**src/core/pct_pkg.sv**
```systemverilog
package pct_pkg;
  // Register byte addresses; the chopper register has no printed offset.
  localparam logic [7:0] PCT_ADDR_SRC_SEL = 8'h24;
  localparam logic [7:0] PCT_ADDR_ACT_CTL = 8'h28;
  localparam logic [7:0] PCT_ADDR_INT_EN = 8'h2a;
  localparam logic [7:0] PCT_ADDR_FLAG = 8'h2c;
  localparam logic [7:0] PCT_ADDR_CLEAR = 8'h2e;
  localparam logic [7:0] PCT_ADDR_FORCE = 8'h30;
  localparam logic [7:0] PCT_ADDR_CHOP = 8'h34;
  localparam logic [7:0] PCT_ADDR_UNLOCK = 8'h38;
  localparam logic [7:0] PCT_ADDR_INT_MASK = 8'h3c;

  // Number of trip pins this instance provides.
  localparam int PCT_NPIN = 2;

  // Chopper field positions, then the one-shot select field position.
  localparam int PCT_DUTY_LSB = 8;
  localparam int PCT_FREQ_LSB = 5;
  localparam int PCT_FPW_LSB = 1;
  localparam int PCT_CHOP_EN_BIT = 0;
  localparam int PCT_OSHT_LSB = 8;

  // Flag register bit positions: interrupt summary, cycle trip, one-shot trip.
  localparam int PCT_FLG_INT = 0;
  localparam int PCT_FLG_CBC = 1;
  localparam int PCT_FLG_OST = 2;

  // Trip action field positions and codes.
  localparam int PCT_ACT_A_LSB = 0;
  localparam int PCT_ACT_B_LSB = 2;
  localparam logic [1:0] PCT_ACT_HIZ = 2'h0;
  localparam logic [1:0] PCT_ACT_HIGH = 2'h1;
  localparam logic [1:0] PCT_ACT_LOW = 2'h2;

  // Chopper base is the system clock divided by eight.
  localparam logic [2:0] PCT_BASE_LAST = 3'h7;
  localparam logic [2:0] PCT_DUTY_RSVD = 3'h7;

  localparam logic [15:0] PCT_RST16 = 16'h0000;
  localparam logic [15:0] PCT_UNLOCK_KEY = 16'h00a5;
  localparam logic [2:0] PCT_FLG_MASK = 3'h7;
endpackage

```
**src/core/pct_top.sv**
```systemverilog
`timescale 1ns/100ps
module pct_top
  import pct_pkg::*;
(
  input wire logic mclk,
  input wire logic reset,
  input wire logic ce,
  input wire logic [7:0] avs_address,
  input wire logic avs_read,
  input wire logic avs_write,
  input wire logic [31:0] avs_writedata,
  input wire logic [3:0] avs_byteenable,
  output logic [31:0] avs_readdata,
  output logic avs_waitrequest,
  input wire logic pwm_in_a,
  input wire logic pwm_in_b,
  input wire logic tb_zero,
  input wire logic [PCT_NPIN-1:0] trip_input_pin_n,
  output logic pwm_out_a,
  output logic pwm_out_a_oe,
  output logic pwm_out_b,
  output logic pwm_out_b_oe,
  output logic trip_interrupt
);
  ////////////////////////////////////////////////////////////////////////////
  // Registers and state.
  logic [15:0] src_sel_q;
  logic [3:0] act_ctl_q;
  logic [2:0] int_en_q;
  logic [2:0] int_mask_q;
  logic [2:0] flag_q;
  logic [2:0] flag_d;
  logic [10:0] chop_q;
  logic unlock_q;
  logic ack_q;
  logic [2:0] base_q;
  logic [PCT_NPIN-1:0] pin_s;
  logic chop_a;
  logic chop_b;

  ////////////////////////////////////////////////////////////////////////////
  // Bus decode. One wait cycle on every access keeps read data registered.
  logic req;
  logic wr_go;
  logic lo_be;
  logic hi_be;
  logic sel_src;
  logic sel_act;
  logic sel_ien;
  logic sel_flag;
  logic sel_clr;
  logic sel_frc;
  logic sel_chop;
  logic sel_unl;
  logic sel_msk;
  logic prot_ok;
  logic [15:0] wd;
  logic [15:0] rd_mux;

  assign req = avs_read | avs_write;
  assign avs_waitrequest = req & ~ack_q;
  assign wr_go = avs_write & ack_q;
  assign lo_be = avs_byteenable[0];
  assign hi_be = avs_byteenable[1];
  assign wd = avs_writedata[15:0];
  assign sel_src = avs_address == PCT_ADDR_SRC_SEL;
  assign sel_act = avs_address == PCT_ADDR_ACT_CTL;
  assign sel_ien = avs_address == PCT_ADDR_INT_EN;
  assign sel_flag = avs_address == PCT_ADDR_FLAG;
  assign sel_clr = avs_address == PCT_ADDR_CLEAR;
  assign sel_frc = avs_address == PCT_ADDR_FORCE;
  assign sel_chop = avs_address == PCT_ADDR_CHOP;
  assign sel_unl = avs_address == PCT_ADDR_UNLOCK;
  assign sel_msk = avs_address == PCT_ADDR_INT_MASK;
  // Protected writes are dropped silently while locked; the bus still completes.
  assign prot_ok = wr_go & unlock_q;

  // Unmapped addresses read as zero and ignore writes, which keeps stray
  // software from disturbing reserved space.
  assign rd_mux = sel_src ? src_sel_q :
                  sel_act ? {12'h000, act_ctl_q} :
                  sel_ien ? {13'h0000, int_en_q} :
                  sel_flag ? {13'h0000, flag_q} :
                  sel_chop ? {5'h00, chop_q} :
                  sel_unl ? {15'h0000, unlock_q} :
                  sel_msk ? {13'h0000, int_mask_q} : PCT_RST16;

  // Acknowledge toggles so back-to-back requests each get one wait cycle.
  always_ff @(posedge mclk) begin
    if (reset) begin
      ack_q <= 1'b0;
      avs_readdata <= 32'h00000000;
    end else if (ce) begin
      ack_q <= req & ~ack_q;
      if (avs_read && !ack_q) begin
        avs_readdata <= {16'h0000, rd_mux};
      end
    end
  end

  ////////////////////////////////////////////////////////////////////////////
  // Protection unlock: writing the key opens, anything else closes.
  always_ff @(posedge mclk) begin
    if (reset) begin
      unlock_q <= 1'b0;
    end else if (ce && wr_go && sel_unl && lo_be) begin
      unlock_q <= (wd == PCT_UNLOCK_KEY);
    end
  end

  // Unimplemented select bits stay zero.
  logic [15:0] src_mask;
  assign src_mask = {{(8 - PCT_NPIN){1'b0}}, {PCT_NPIN{1'b1}},
                     {(8 - PCT_NPIN){1'b0}}, {PCT_NPIN{1'b1}}};

  // Configuration registers, with byte enables.
  always_ff @(posedge mclk) begin
    if (reset) begin
      src_sel_q <= PCT_RST16;
      act_ctl_q <= 4'h0;
      int_en_q <= 3'h0;
      int_mask_q <= 3'h0;
      chop_q <= 11'h000;
    end else if (ce) begin
      if (prot_ok && sel_src) begin
        if (lo_be) src_sel_q[7:0] <= wd[7:0] & src_mask[7:0];
        if (hi_be) src_sel_q[15:8] <= wd[15:8] & src_mask[15:8];
      end
      if (prot_ok && sel_act && lo_be) act_ctl_q <= wd[3:0];
      if (prot_ok && sel_ien && lo_be) begin
        int_en_q <= wd[2:0] & {1'b1, 1'b1, 1'b0};
      end
      if (wr_go && sel_msk && lo_be) int_mask_q <= wd[2:0];
      if (wr_go && sel_chop) begin
        if (lo_be) chop_q[7:0] <= wd[7:0];
        if (hi_be) chop_q[10:8] <= wd[10:8];
      end
    end
  end

  ////////////////////////////////////////////////////////////////////////////
  // Trip detection.
  logic [PCT_NPIN-1:0] osht_en;
  logic [PCT_NPIN-1:0] cbc_en;
  logic ost_hit;
  logic cbc_hit;
  logic frc_ost;
  logic frc_cbc;
  logic [2:0] clr_bits;
  logic [2:0] set_bits;
  logic tripped;

  assign osht_en = src_sel_q[PCT_OSHT_LSB +: PCT_NPIN];
  assign cbc_en = src_sel_q[PCT_NPIN-1:0];
  assign frc_ost = prot_ok && sel_frc && lo_be && wd[PCT_FLG_OST];
  assign frc_cbc = prot_ok && sel_frc && lo_be && wd[PCT_FLG_CBC];
  assign ost_hit = |(osht_en & ~pin_s) | frc_ost;
  assign cbc_hit = |(cbc_en & ~pin_s) | frc_cbc;
  assign clr_bits = (prot_ok && sel_clr && lo_be) ? wd[2:0] : 3'h0;

  // Set wins over clear. One-shot clears only by software; cycle trip clears
  // at counter zero unless still being driven; interrupt flag by software.
  always_comb begin
    set_bits = 3'h0;
    set_bits[PCT_FLG_OST] = ost_hit;
    set_bits[PCT_FLG_CBC] = cbc_hit;
    set_bits[PCT_FLG_INT] = |((set_bits & ~flag_q) & int_en_q);
    flag_d = flag_q & ~clr_bits;
    if (tb_zero) flag_d[PCT_FLG_CBC] = 1'b0;
    flag_d = flag_d | set_bits;
  end

  always_ff @(posedge mclk) begin
    if (reset) begin
      flag_q <= 3'h0;
    end else if (ce) begin
      flag_q <= flag_d & PCT_FLG_MASK;
    end
  end

  assign tripped = flag_q[PCT_FLG_OST] | flag_q[PCT_FLG_CBC];

  // Level interrupt: each flag bit gated by its software mask bit.
  assign trip_interrupt = |(flag_q & int_mask_q);

  ////////////////////////////////////////////////////////////////////////////
  // Synchroniser, chopper base divider and chopper instances.
  pct_sync #(.W(PCT_NPIN)) u_sync (
    .mclk(mclk),
    .reset(reset),
    .ce(ce),
    .async_in(trip_input_pin_n),
    .sync_out(pin_s)
  );

  logic base_tick;
  assign base_tick = base_q == PCT_BASE_LAST;

  // Free-running divide-by-eight of the system clock.
  always_ff @(posedge mclk) begin
    if (reset) begin
      base_q <= 3'h0;
    end else if (ce) begin
      base_q <= base_q + 3'h1;
    end
  end

  logic [1:0] pwm_raw;
  logic [1:0] pwm_chop;
  assign pwm_raw = {pwm_in_b, pwm_in_a};
  assign chop_a = pwm_chop[0];
  assign chop_b = pwm_chop[1];

  // Both outputs share the control fields; one chopper each.
  for (genvar g = 0; g < 2; g++) begin : g_chop
    pct_chopper u_chop (
      .mclk(mclk),
      .reset(reset),
      .ce(ce),
      .base_tick(base_tick),
      .duty_sel(chop_q[PCT_DUTY_LSB +: 3]),
      .freq_div(chop_q[PCT_FREQ_LSB +: 3]),
      .fp_width(chop_q[PCT_FPW_LSB +: 4]),
      .chop_on(chop_q[PCT_CHOP_EN_BIT]),
      .pwm_in(pwm_raw[g]),
      .pwm_out(pwm_chop[g])
    );
  end

  ////////////////////////////////////////////////////////////////////////////
  // Trip action: drive level and enable per output, registered.
  logic [1:0] act_a;
  logic [1:0] act_b;
  assign act_a = act_ctl_q[PCT_ACT_A_LSB +: 2];
  assign act_b = act_ctl_q[PCT_ACT_B_LSB +: 2];

  always_ff @(posedge mclk) begin
    if (reset) begin
      pwm_out_a <= 1'b0;
      pwm_out_a_oe <= 1'b1;
      pwm_out_b <= 1'b0;
      pwm_out_b_oe <= 1'b1;
    end else if (ce) begin
      pwm_out_a <= (tripped && act_a == PCT_ACT_HIGH) ? 1'b1 :
                   (tripped && act_a == PCT_ACT_LOW) ? 1'b0 : chop_a;
      pwm_out_a_oe <= !(tripped && act_a == PCT_ACT_HIZ);
      pwm_out_b <= (tripped && act_b == PCT_ACT_HIGH) ? 1'b1 :
                   (tripped && act_b == PCT_ACT_LOW) ? 1'b0 : chop_b;
      pwm_out_b_oe <= !(tripped && act_b == PCT_ACT_HIZ);
    end
  end
endmodule

```
**src/core/pct_sync.sv**
```systemverilog
`timescale 1ns/100ps
// Two-stage synchroniser for a bus of asynchronous pins.
module pct_sync
  import pct_pkg::*;
#(
  parameter int W = 1
) (
  input wire logic mclk,
  input wire logic reset,
  input wire logic ce,
  input wire logic [W-1:0] async_in,
  output logic [W-1:0] sync_out
);
  logic [W-1:0] meta_q;

  // Pins idle high, so reset to ones to avoid a false trip.
  always_ff @(posedge mclk) begin
    if (reset) begin
      meta_q <= '1;
      sync_out <= '1;
    end else if (ce) begin
      meta_q <= async_in;
      sync_out <= meta_q;
    end
  end
endmodule

```
**src/core/pct_chopper.sv**
```systemverilog
`timescale 1ns/100ps
// Carrier chopper for one PWM signal.
module pct_chopper
  import pct_pkg::*;
(
  input wire logic mclk,
  input wire logic reset,
  input wire logic ce,
  input wire logic base_tick,
  input wire logic [2:0] duty_sel,
  input wire logic [2:0] freq_div,
  input wire logic [3:0] fp_width,
  input wire logic chop_on,
  input wire logic pwm_in,
  output logic pwm_out
);
  logic [2:0] div_q;
  logic [2:0] phase_q;
  logic [6:0] fp_q;
  logic fp_act_q;
  logic in_q;
  logic carrier;
  logic rise;

  assign rise = pwm_in & ~in_q;
  // Duty code 7 is reserved; it is treated as 8/8 so nothing hangs.
  assign carrier = (duty_sel == PCT_DUTY_RSVD) ? 1'b1 : (phase_q <= duty_sel);

  // Divider ticks the carrier phase every (code+1) base periods.
  always_ff @(posedge mclk) begin
    if (reset) begin
      div_q <= 3'h0;
      phase_q <= 3'h0;
    end else if (ce && base_tick) begin
      if (div_q >= freq_div) begin
        div_q <= 3'h0;
        phase_q <= phase_q + 3'h1;
      end else begin
        div_q <= div_q + 3'h1;
      end
    end
  end

  // First pulse: (code+1) base periods at full width after each rising edge.
  // It is timed in system clocks from the edge itself, not by the shared base
  // tick, so its width does not depend on where the edge falls in the base cycle.
  // The rise cycle and the final count cycle make up the two missing clocks.
  always_ff @(posedge mclk) begin
    if (reset) begin
      in_q <= 1'b0;
      fp_q <= 4'h0;
      fp_act_q <= 1'b0;
    end else if (ce) begin
      in_q <= pwm_in;
      if (rise) begin
        fp_q <= {fp_width, 3'h6};
        fp_act_q <= 1'b1;
      end else if (!pwm_in) begin
        fp_act_q <= 1'b0;
      end else if (fp_act_q) begin
        if (fp_q == 7'h00) begin
          fp_act_q <= 1'b0;
        end else begin
          fp_q <= fp_q - 7'h01;
        end
      end
    end
  end

  // Bypass when disabled; otherwise first pulse then carrier-gated.
  always_ff @(posedge mclk) begin
    if (reset) begin
      pwm_out <= 1'b0;
    end else if (ce) begin
      pwm_out <= chop_on ? (pwm_in & (rise | fp_act_q | carrier)) : pwm_in;
    end
  end
endmodule

```
**config.mk**
```make
export PLATFORM = sky130hd
export DESIGN_NAME = pct_top
export DESIGN_NICKNAME = d
export VERILOG_FILES = /design/src/core/pct_pkg.sv /design/src/core/pct_top.sv /design/src/core/pct_sync.sv /design/src/core/pct_chopper.sv
export SDC_FILE = /design/constraint.sdc
export NUM_CORES = 1
export LEC_CHECK = 0
export BUFFER_PORTS_ARGS = -buffer_cell sky130_fd_sc_hd__buf_2
export CORE_MARGIN = 2
export CORE_UTILIZATION = 59
export CTS_CLUSTER_DIAMETER = 40
export DETAILED_ROUTE_END_ITERATION = 10
export PLACE_DENSITY_LB_ADDON = 0.15
export SETUP_SLACK_MARGIN = 0.4
export SLEW_MARGIN = 10
export SYNTH_ARGS = -nofsm -noshare
export SYNTH_HDL_FRONTEND = slang
export SYNTH_SLANG_ARGS = --single-unit
```
**constraint.sdc**
```tcl
create_clock -name mclk -period 3.5 [get_ports mclk]
set_input_delay 0.175 -clock mclk [delete_from_list [all_inputs] [get_ports mclk]]
set_output_delay 0.175 -clock mclk [all_outputs]
set_load 0.02 [all_outputs]
```
==> metrics, run 1 <==
Starting DRT DRC Count roughly 240; post-CTS sizing 0; Worst Hold Class input port to flop; post-route ant nets 0; Syn Std Cell Area about 4500 µm²; Slew @ Worst Pin slightly above 900 ps; switching pwr about 500 µW; critical path's top delay family compound AO/OA/AOI/OAI gates; Core Footprint 7330 µm²; IO Pins between 90 and 100; Seq pwr share between 50% and 60%; Die W approximately 91 µm; CTS tree built; nets about 650; Unique masters post-synth 60; Initial Utilization 61.3%; CP max stage delay approximately 720 ps; Worst-Skew Late Latency approximately 350 ps; fin crit share ~63%; area grow syn2layout 8.96%; TritonCTS Buffers 9; cell accounting for the most synthesized area dfxtp_1; DRC Markers 0; Clock Skew 9.46 ps; first-pass GRT wire length 17600 µm; WP buf/inv 2; Filler Cell Count about 650; Peak Freq 451 MHz; vias approximately 4000; top post-synthesis cells by area dfxtp_1 37%, nor2_1 6.2%, ha_1 6.1%, mux2i_1 6.0%, nand2_1 4.1%; Clock Path Buffers 2; layout cell share with drive strength beyond 1 between 10% and 20%; Tmin final roughly 2200 ps; Logic pwr share about an eighth; RSZ-0062 raised after global routing no; number of global-route vias before repair 3707; fin util between 60% and 70%; Antenna Cells 0; clk root buf clkbuf_8; gr usage total a little over a quarter; Hold Fails Final Rpt 0; Synth Instances roughly 540; GRT overflow 0; synth warn 0; Final setup viols 0; LEAKAGE between 1.5 and 2 nW; number of antenna violations at the first check in global routing 0; nature of the critical path endpoint flop; HPWL Detailed 7730 µm; RePlAce Congestion about 0.95; count of maximum capacitance violations 0; maximum vdd drop ~0.21 mV; # Post-CTS Setup Buffers 0; multi-input logic area about 2600 µm²; largest net degree at the start of global routing 42; die footprint around 8300 µm²; CP required approximately 3800 ps; register area 1660 µm²; PD cells between 300 and 400 nW/µm²; 1st-pass router iterations 4; Clk pin slew, worst setup/hold paths 70 ps; Int Power between 1 and 1.5 mW; Synth top area share 37.0%; asr flop ratio synth 0%; CP Cell Sequence inv_1 -> ha_1 -> nor4bb_1 -> a221oi_1 -> buf_4 -> nand2_1 -> mux2_2 -> nor2_1; CP arrival roughly 2500 ps; Final TNS setup 0 ps; flop2flop setup slack approximately 1300 ps; CTS sink cnt 83; slowest cell on the critical path a221oi_1; crit path kind flop to flop; ys flop type dfxtp_1; Seq/Total Area, Yosys a little under two fifths; status finished, final reports clean; port buffer count between 50 and 60; Row Count 31; Syn Area/Cell 8.34 µm²; H-Tree Depth 3; Wirelength per Cell 15.5 µm; clock share of power a little over a third; Vias per Instance ~5.8; Critical Path Start Type flop; Crit Path Max Fanout 8; Final Max Slew Viols 0; sw frac a little over a quarter; Post-synth EDFFs 0; total wire length 10500 µm; Slew headroom a little under two fifths; Yosys reg bits a little over 80; Die Y 91.3 µm; hold_buf cts 0
-- per-stage QoR --
step / worst slack, ps / total power, mW / area, µm² / hold WS, ps / instances
2_1_floorplan: 1610 / 1.19 / 4570 / 297 / 559
4_1_cts: 1270 / 1.89 / 4900 / 21.4 / 680
6_report: 1280 / 1.88 / 4900 / 32.2 / 680
3_3_place_gp: 1240 / 1.23 / 4720 / 383 / 666
5_1_grt: 1050 / 1.96 / 4900 / 23.1 / 680
3_5_place_dp: 1220 / 1.23 / 4720 / 390 / 666
-- routing by layer --
metal	wire, µm	GRT usage (%)
met1	4810	34.3
met2	4920	42.5
met3	533	3.49
met4	268	11.7
met5	0	0
-- sequential cells by signal (all words and copies together), names as in the netlist, 3 cells and up --
| name | count |
|---|---|
| avs_readdata | 11 |
| base_q | 3 |
| src_sel_q | 4 |
| chop_q | 11 |
| g_chop.u_chop.fp_q | 14 |
| flag_q | 3 |
| act_ctl_q | 4 |
| g_chop.u_chop.phase_q | 6 |
| int_mask_q | 3 |
| g_chop.u_chop.div_q | 6 |
-- cells by family after synthesis --
kind of cell | share of synthesized area [%]
AO/OA/AOI/OAI | 14.9
XOR/XNOR | 0.390
adder cells (fa/ha/maj) | 6.12
buffers and inverters | 7.63
flip-flops | 37.0
multiplexers | 8.27
other | 0.0834
AND/OR/NAND/NOR | 25.6
-- path summary, 6_finish.rpt --
check,start,to,cells after the start
setup reg to reg,g_chop[0].u_chop.fp_q[1],g_chop[0].u_chop.fp_q[0],8
hold reg to reg,avs_readdata[10],avs_readdata[10],2
hold / removal,trip_input_pin_n[1],u_sync.meta_q[1],2
setup / recovery,g_chop[0].u_chop.fp_q[1],g_chop[0].u_chop.fp_q[0],8
-- power groups by stage --
stage	Combinational (mW)	Clock, mW	Sequential (mW)
after floorplan	0.179	0	1.01
after global placement	0.218	0	1.01
after detailed placement	0.224	0	1.01
after CTS	0.227	0.676	0.987
after global routing	0.252	0.719	0.992
final	0.228	0.661	0.988
-- cell type report --
| type | instances | area share (%) |
|---|---|---|
| tap | 99 | 2.53 |
| clock inverter | 3 | 0.817 |
| sequential | 83 | 33.9 |
| timing repair buffer | 56 | 5.93 |
| clock buffer | 11 | 2.89 |
| multi-input combinational | 408 | 52.4 |
| inverter | 20 | 1.53 |
-- cell usage after synthesis (7+ instances only) --
library cell	instances
nand2b_1	11
o21ai_0	22
mux2i_1	27
nor2_1	74
dfxtp_1	83
a21o_1	7
nor2b_1	16
nand4_1	8
nand2_1	49
clkbuf_1	22
ha_1	22
mux2_2	9
a22oi_1	9
inv_1	20
nand3_1	14
nor3b_1	7
a21oi_1	30
nor3_1	10
buf_4	21
-- placed cells by master (no fill, tap or decap), types with 7 or more instances in the layout --
master	instances
a21o_1	7
a21oi_1	30
a22oi_1	9
buf_2	52
clkbuf_8	10
conb_1	21
dfxtp_1	83
ha_1	22
inv_1	20
mux2_2	9
mux2i_1	27
nand2_1	49
nand2b_1	11
nand3_1	14
nand4_1	8
nor2_1	74
nor2b_1	16
nor3_1	10
nor3b_1	7
o21ai_0	22
Note: power is estimated with default switching activity, not from simulation.
==> run 2, diff against run 1 <==
--- a/config.mk
+++ b/config.mk
@@ -7,7 +7,7 @@
 export LEC_CHECK = 0
 export BUFFER_PORTS_ARGS = -buffer_cell sky130_fd_sc_hd__buf_2
 export CORE_MARGIN = 2
-export CORE_UTILIZATION = 59
+export CORE_UTILIZATION = 55
 export CTS_CLUSTER_DIAMETER = 40
 export DETAILED_ROUTE_END_ITERATION = 10
 export PLACE_DENSITY_LB_ADDON = 0.15
==> constraint.sdc (replaced) <==
create_clock -name mclk -period 2.3 [get_ports mclk]
set_input_delay 0.115 -clock mclk [delete_from_list [all_inputs] [get_ports mclk]]
set_output_delay 0.115 -clock mclk [all_outputs]
set_load 0.02 [all_outputs]
==> metrics, run 2 (synthesis gave the netlist of run 1 again) <==
status finished, final reports clean; Clock Path Buffers 2 (unchanged); critical path's top delay family flip-flops; Starting DRT DRC Count 151 (-36%); 1st-pass router iterations 5 (+1); crit path from g_chop[1].u_chop.fp_q[1]; WP buf/inv 2 (unchanged); H-Tree Depth 3 (unchanged); largest net degree at the start of global routing 37 (-12%); max FFs per register 14 (unchanged); total wire length 10900 µm (+3.7%); PD cells 583 nW/µm² (+52%); Die W 94.4 µm (+3.4%); DRC Markers 0 (unchanged); final instance area 5050 µm² (+3.0%); vias 3979 (+0.58%); most frequent cells in the layout 83 x dfxtp_1, 74 x nor2_1, 52 x buf_2, 48 x nand2_1, 28 x a21oi_1; Clock Skew 15.9 ps (+6.46 ps); commonest non-fill, non-tap cell in the layout dfxtp_1; Die Y 94.4 µm (+3.4%); Initial Utilization 57.6% (-3.7 points); RR Startpoint g_chop[1].u_chop.fp_q[1]; hold path start avs_writedata[7]; number of antenna violations at the first check in global routing 0 (unchanged); gr usage total 25.4% (-0.63 points); RePlAce Congestion 0.921 (-2.7%); number of global-route vias before repair 3760 (+1.4%); Slew headroom 49.1% (+11 points); Vias per Instance 5.71 (-1.9%); layout cell share with drive strength beyond 1 17.3% (+2.7 points); HPWL Detailed 8110 µm (+4.9%); post-route ant nets 0 (unchanged); Antenna Cells 0 (unchanged); nets 666 (+1.8%); Final Max Slew Viols 0 (unchanged); Worst-Skew Late Latency 350 ps (about the same); Core Footprint 7810 µm² (+6.5%); Critical Path Start Type flop; Slew @ Worst Pin 762 ps (-172 ps); RSZ-0062 raised after global routing yes; first-pass GRT wire length 17900 µm (+1.4%); area grow syn2layout 12.2%; Largest Register g_chop.u_chop.fp_q; Crit Path Max Fanout 8 (unchanged); Hold Fails Final Rpt 0 (unchanged); CTS sink cnt 83 (unchanged); Pwr Total 2.94 mW (+57%); CTS tree built; Final setup viols 0 (unchanged); Row Count 32 (+3.2%); fin crit share 80.1% (+17 points); Area after DPL 4770 µm² (+1.0%); die footprint 8910 µm² (+7.0%); Clk pin slew, worst setup/hold paths 90 ps (+20 ps); Filler Cell Count 715 (+10%); slowest cell on the critical path dfxtp_1; CP Cell Sequence inv_1 -> ha_1 -> and2_1 -> a311oi_2 -> buf_4 -> nand2_1 -> mux2_2 -> nor2_1; Wirelength per Cell 15.7 µm (+1.1%); CP max stage delay 400 ps (-320 ps); crit path kind flop to flop; IO Pins 92 (unchanged); nature of the critical path endpoint flop; clk root buf clkbuf_8; maximum vdd drop 0.538 mV (+150%); WHS 27.3 ps (-4.91 ps); Regs by FF count g_chop.u_chop.fp_q: 14 flops, avs_readdata: 11 flops, chop_q: 11 flops; CP arrival 2140 ps (-360 ps); LEAKAGE 1.97 nW (+3.6%); count of maximum capacitance violations 0 (unchanged); port buffer count 52 (unchanged); Final TNS setup 0 ps (unchanged); TritonCTS Buffers 9 (unchanged); Tmin final 1840 ps (-374 ps); Worst Hold Class input port to flop; CP required 2590 ps (-1200 ps); Peak Freq 543 MHz (+20%); GRT overflow 0 (unchanged)
-- run 2: cell type report --
type	instances	area, µm²	area share (%)
multi-input cells	408	2590	51.4
flip-flops and latches	83	1660	32.9
repair buffers	68	389	7.71
clock inverters	5	60.1	1.19
inverters	20	75.1	1.49
well taps	102	128	2.53
clock buffers	11	141	2.80
-- run 2: worst reg2reg max path: stages (launching register included) --
cell and delay (ps):
dfxtp_1 400, inv_1 90, ha_1 190, and2_1 170, a311oi_2 300, buf_4 210, nand2_1 60, mux2_2 260
nor2_1 110
-- run 2: power breakdown --
part,total (mW),internal (mW),switching [mW]
combinational,0.368,0.138,0.230
clock,1.07,0.538,0.535
sequential,1.50,1.47,0.0321
-- run 2: path summary, 6_finish.rpt --
path | end | slack [ps] | depth (start not counted)
setup reg to reg | g_chop[1].u_chop.fp_q[0] | 460 | 8
hold reg to reg | avs_readdata[7] | 460 | 2
hold / removal | chop_q[7] | 30 | 3
setup / recovery | g_chop[1].u_chop.fp_q[0] | 460 | 8
-- run 2: through the flow --
step                      setup WS [ps]  utilization, %  instances
after floorplan                     407               -        559
after global placement              471            61.0        675
after detailed placement            447            61.0        675
after CTS                           432            63.9        693
after global routing                338            64.6        697
final                               458            64.6        697
-- run 2: timing repair --
action / CTS / global route
endpoints found under the setup margin: 0 / 16
hold buffers: 2 / 0
gates resized for setup: 0 / 8
endpoints found under the hold margin: 2 / 0
buffers inserted: 0 / 3
-- run 2: per-layer routing --
metal  GRT usage (%)  up-vias  wire length (µm)
met3            5.19       21               557
met1            32.5     1878              4890
met5               0        -                 0
li1                -     1968                 -
met2            44.3      112              5320
met4            5.56        0               153
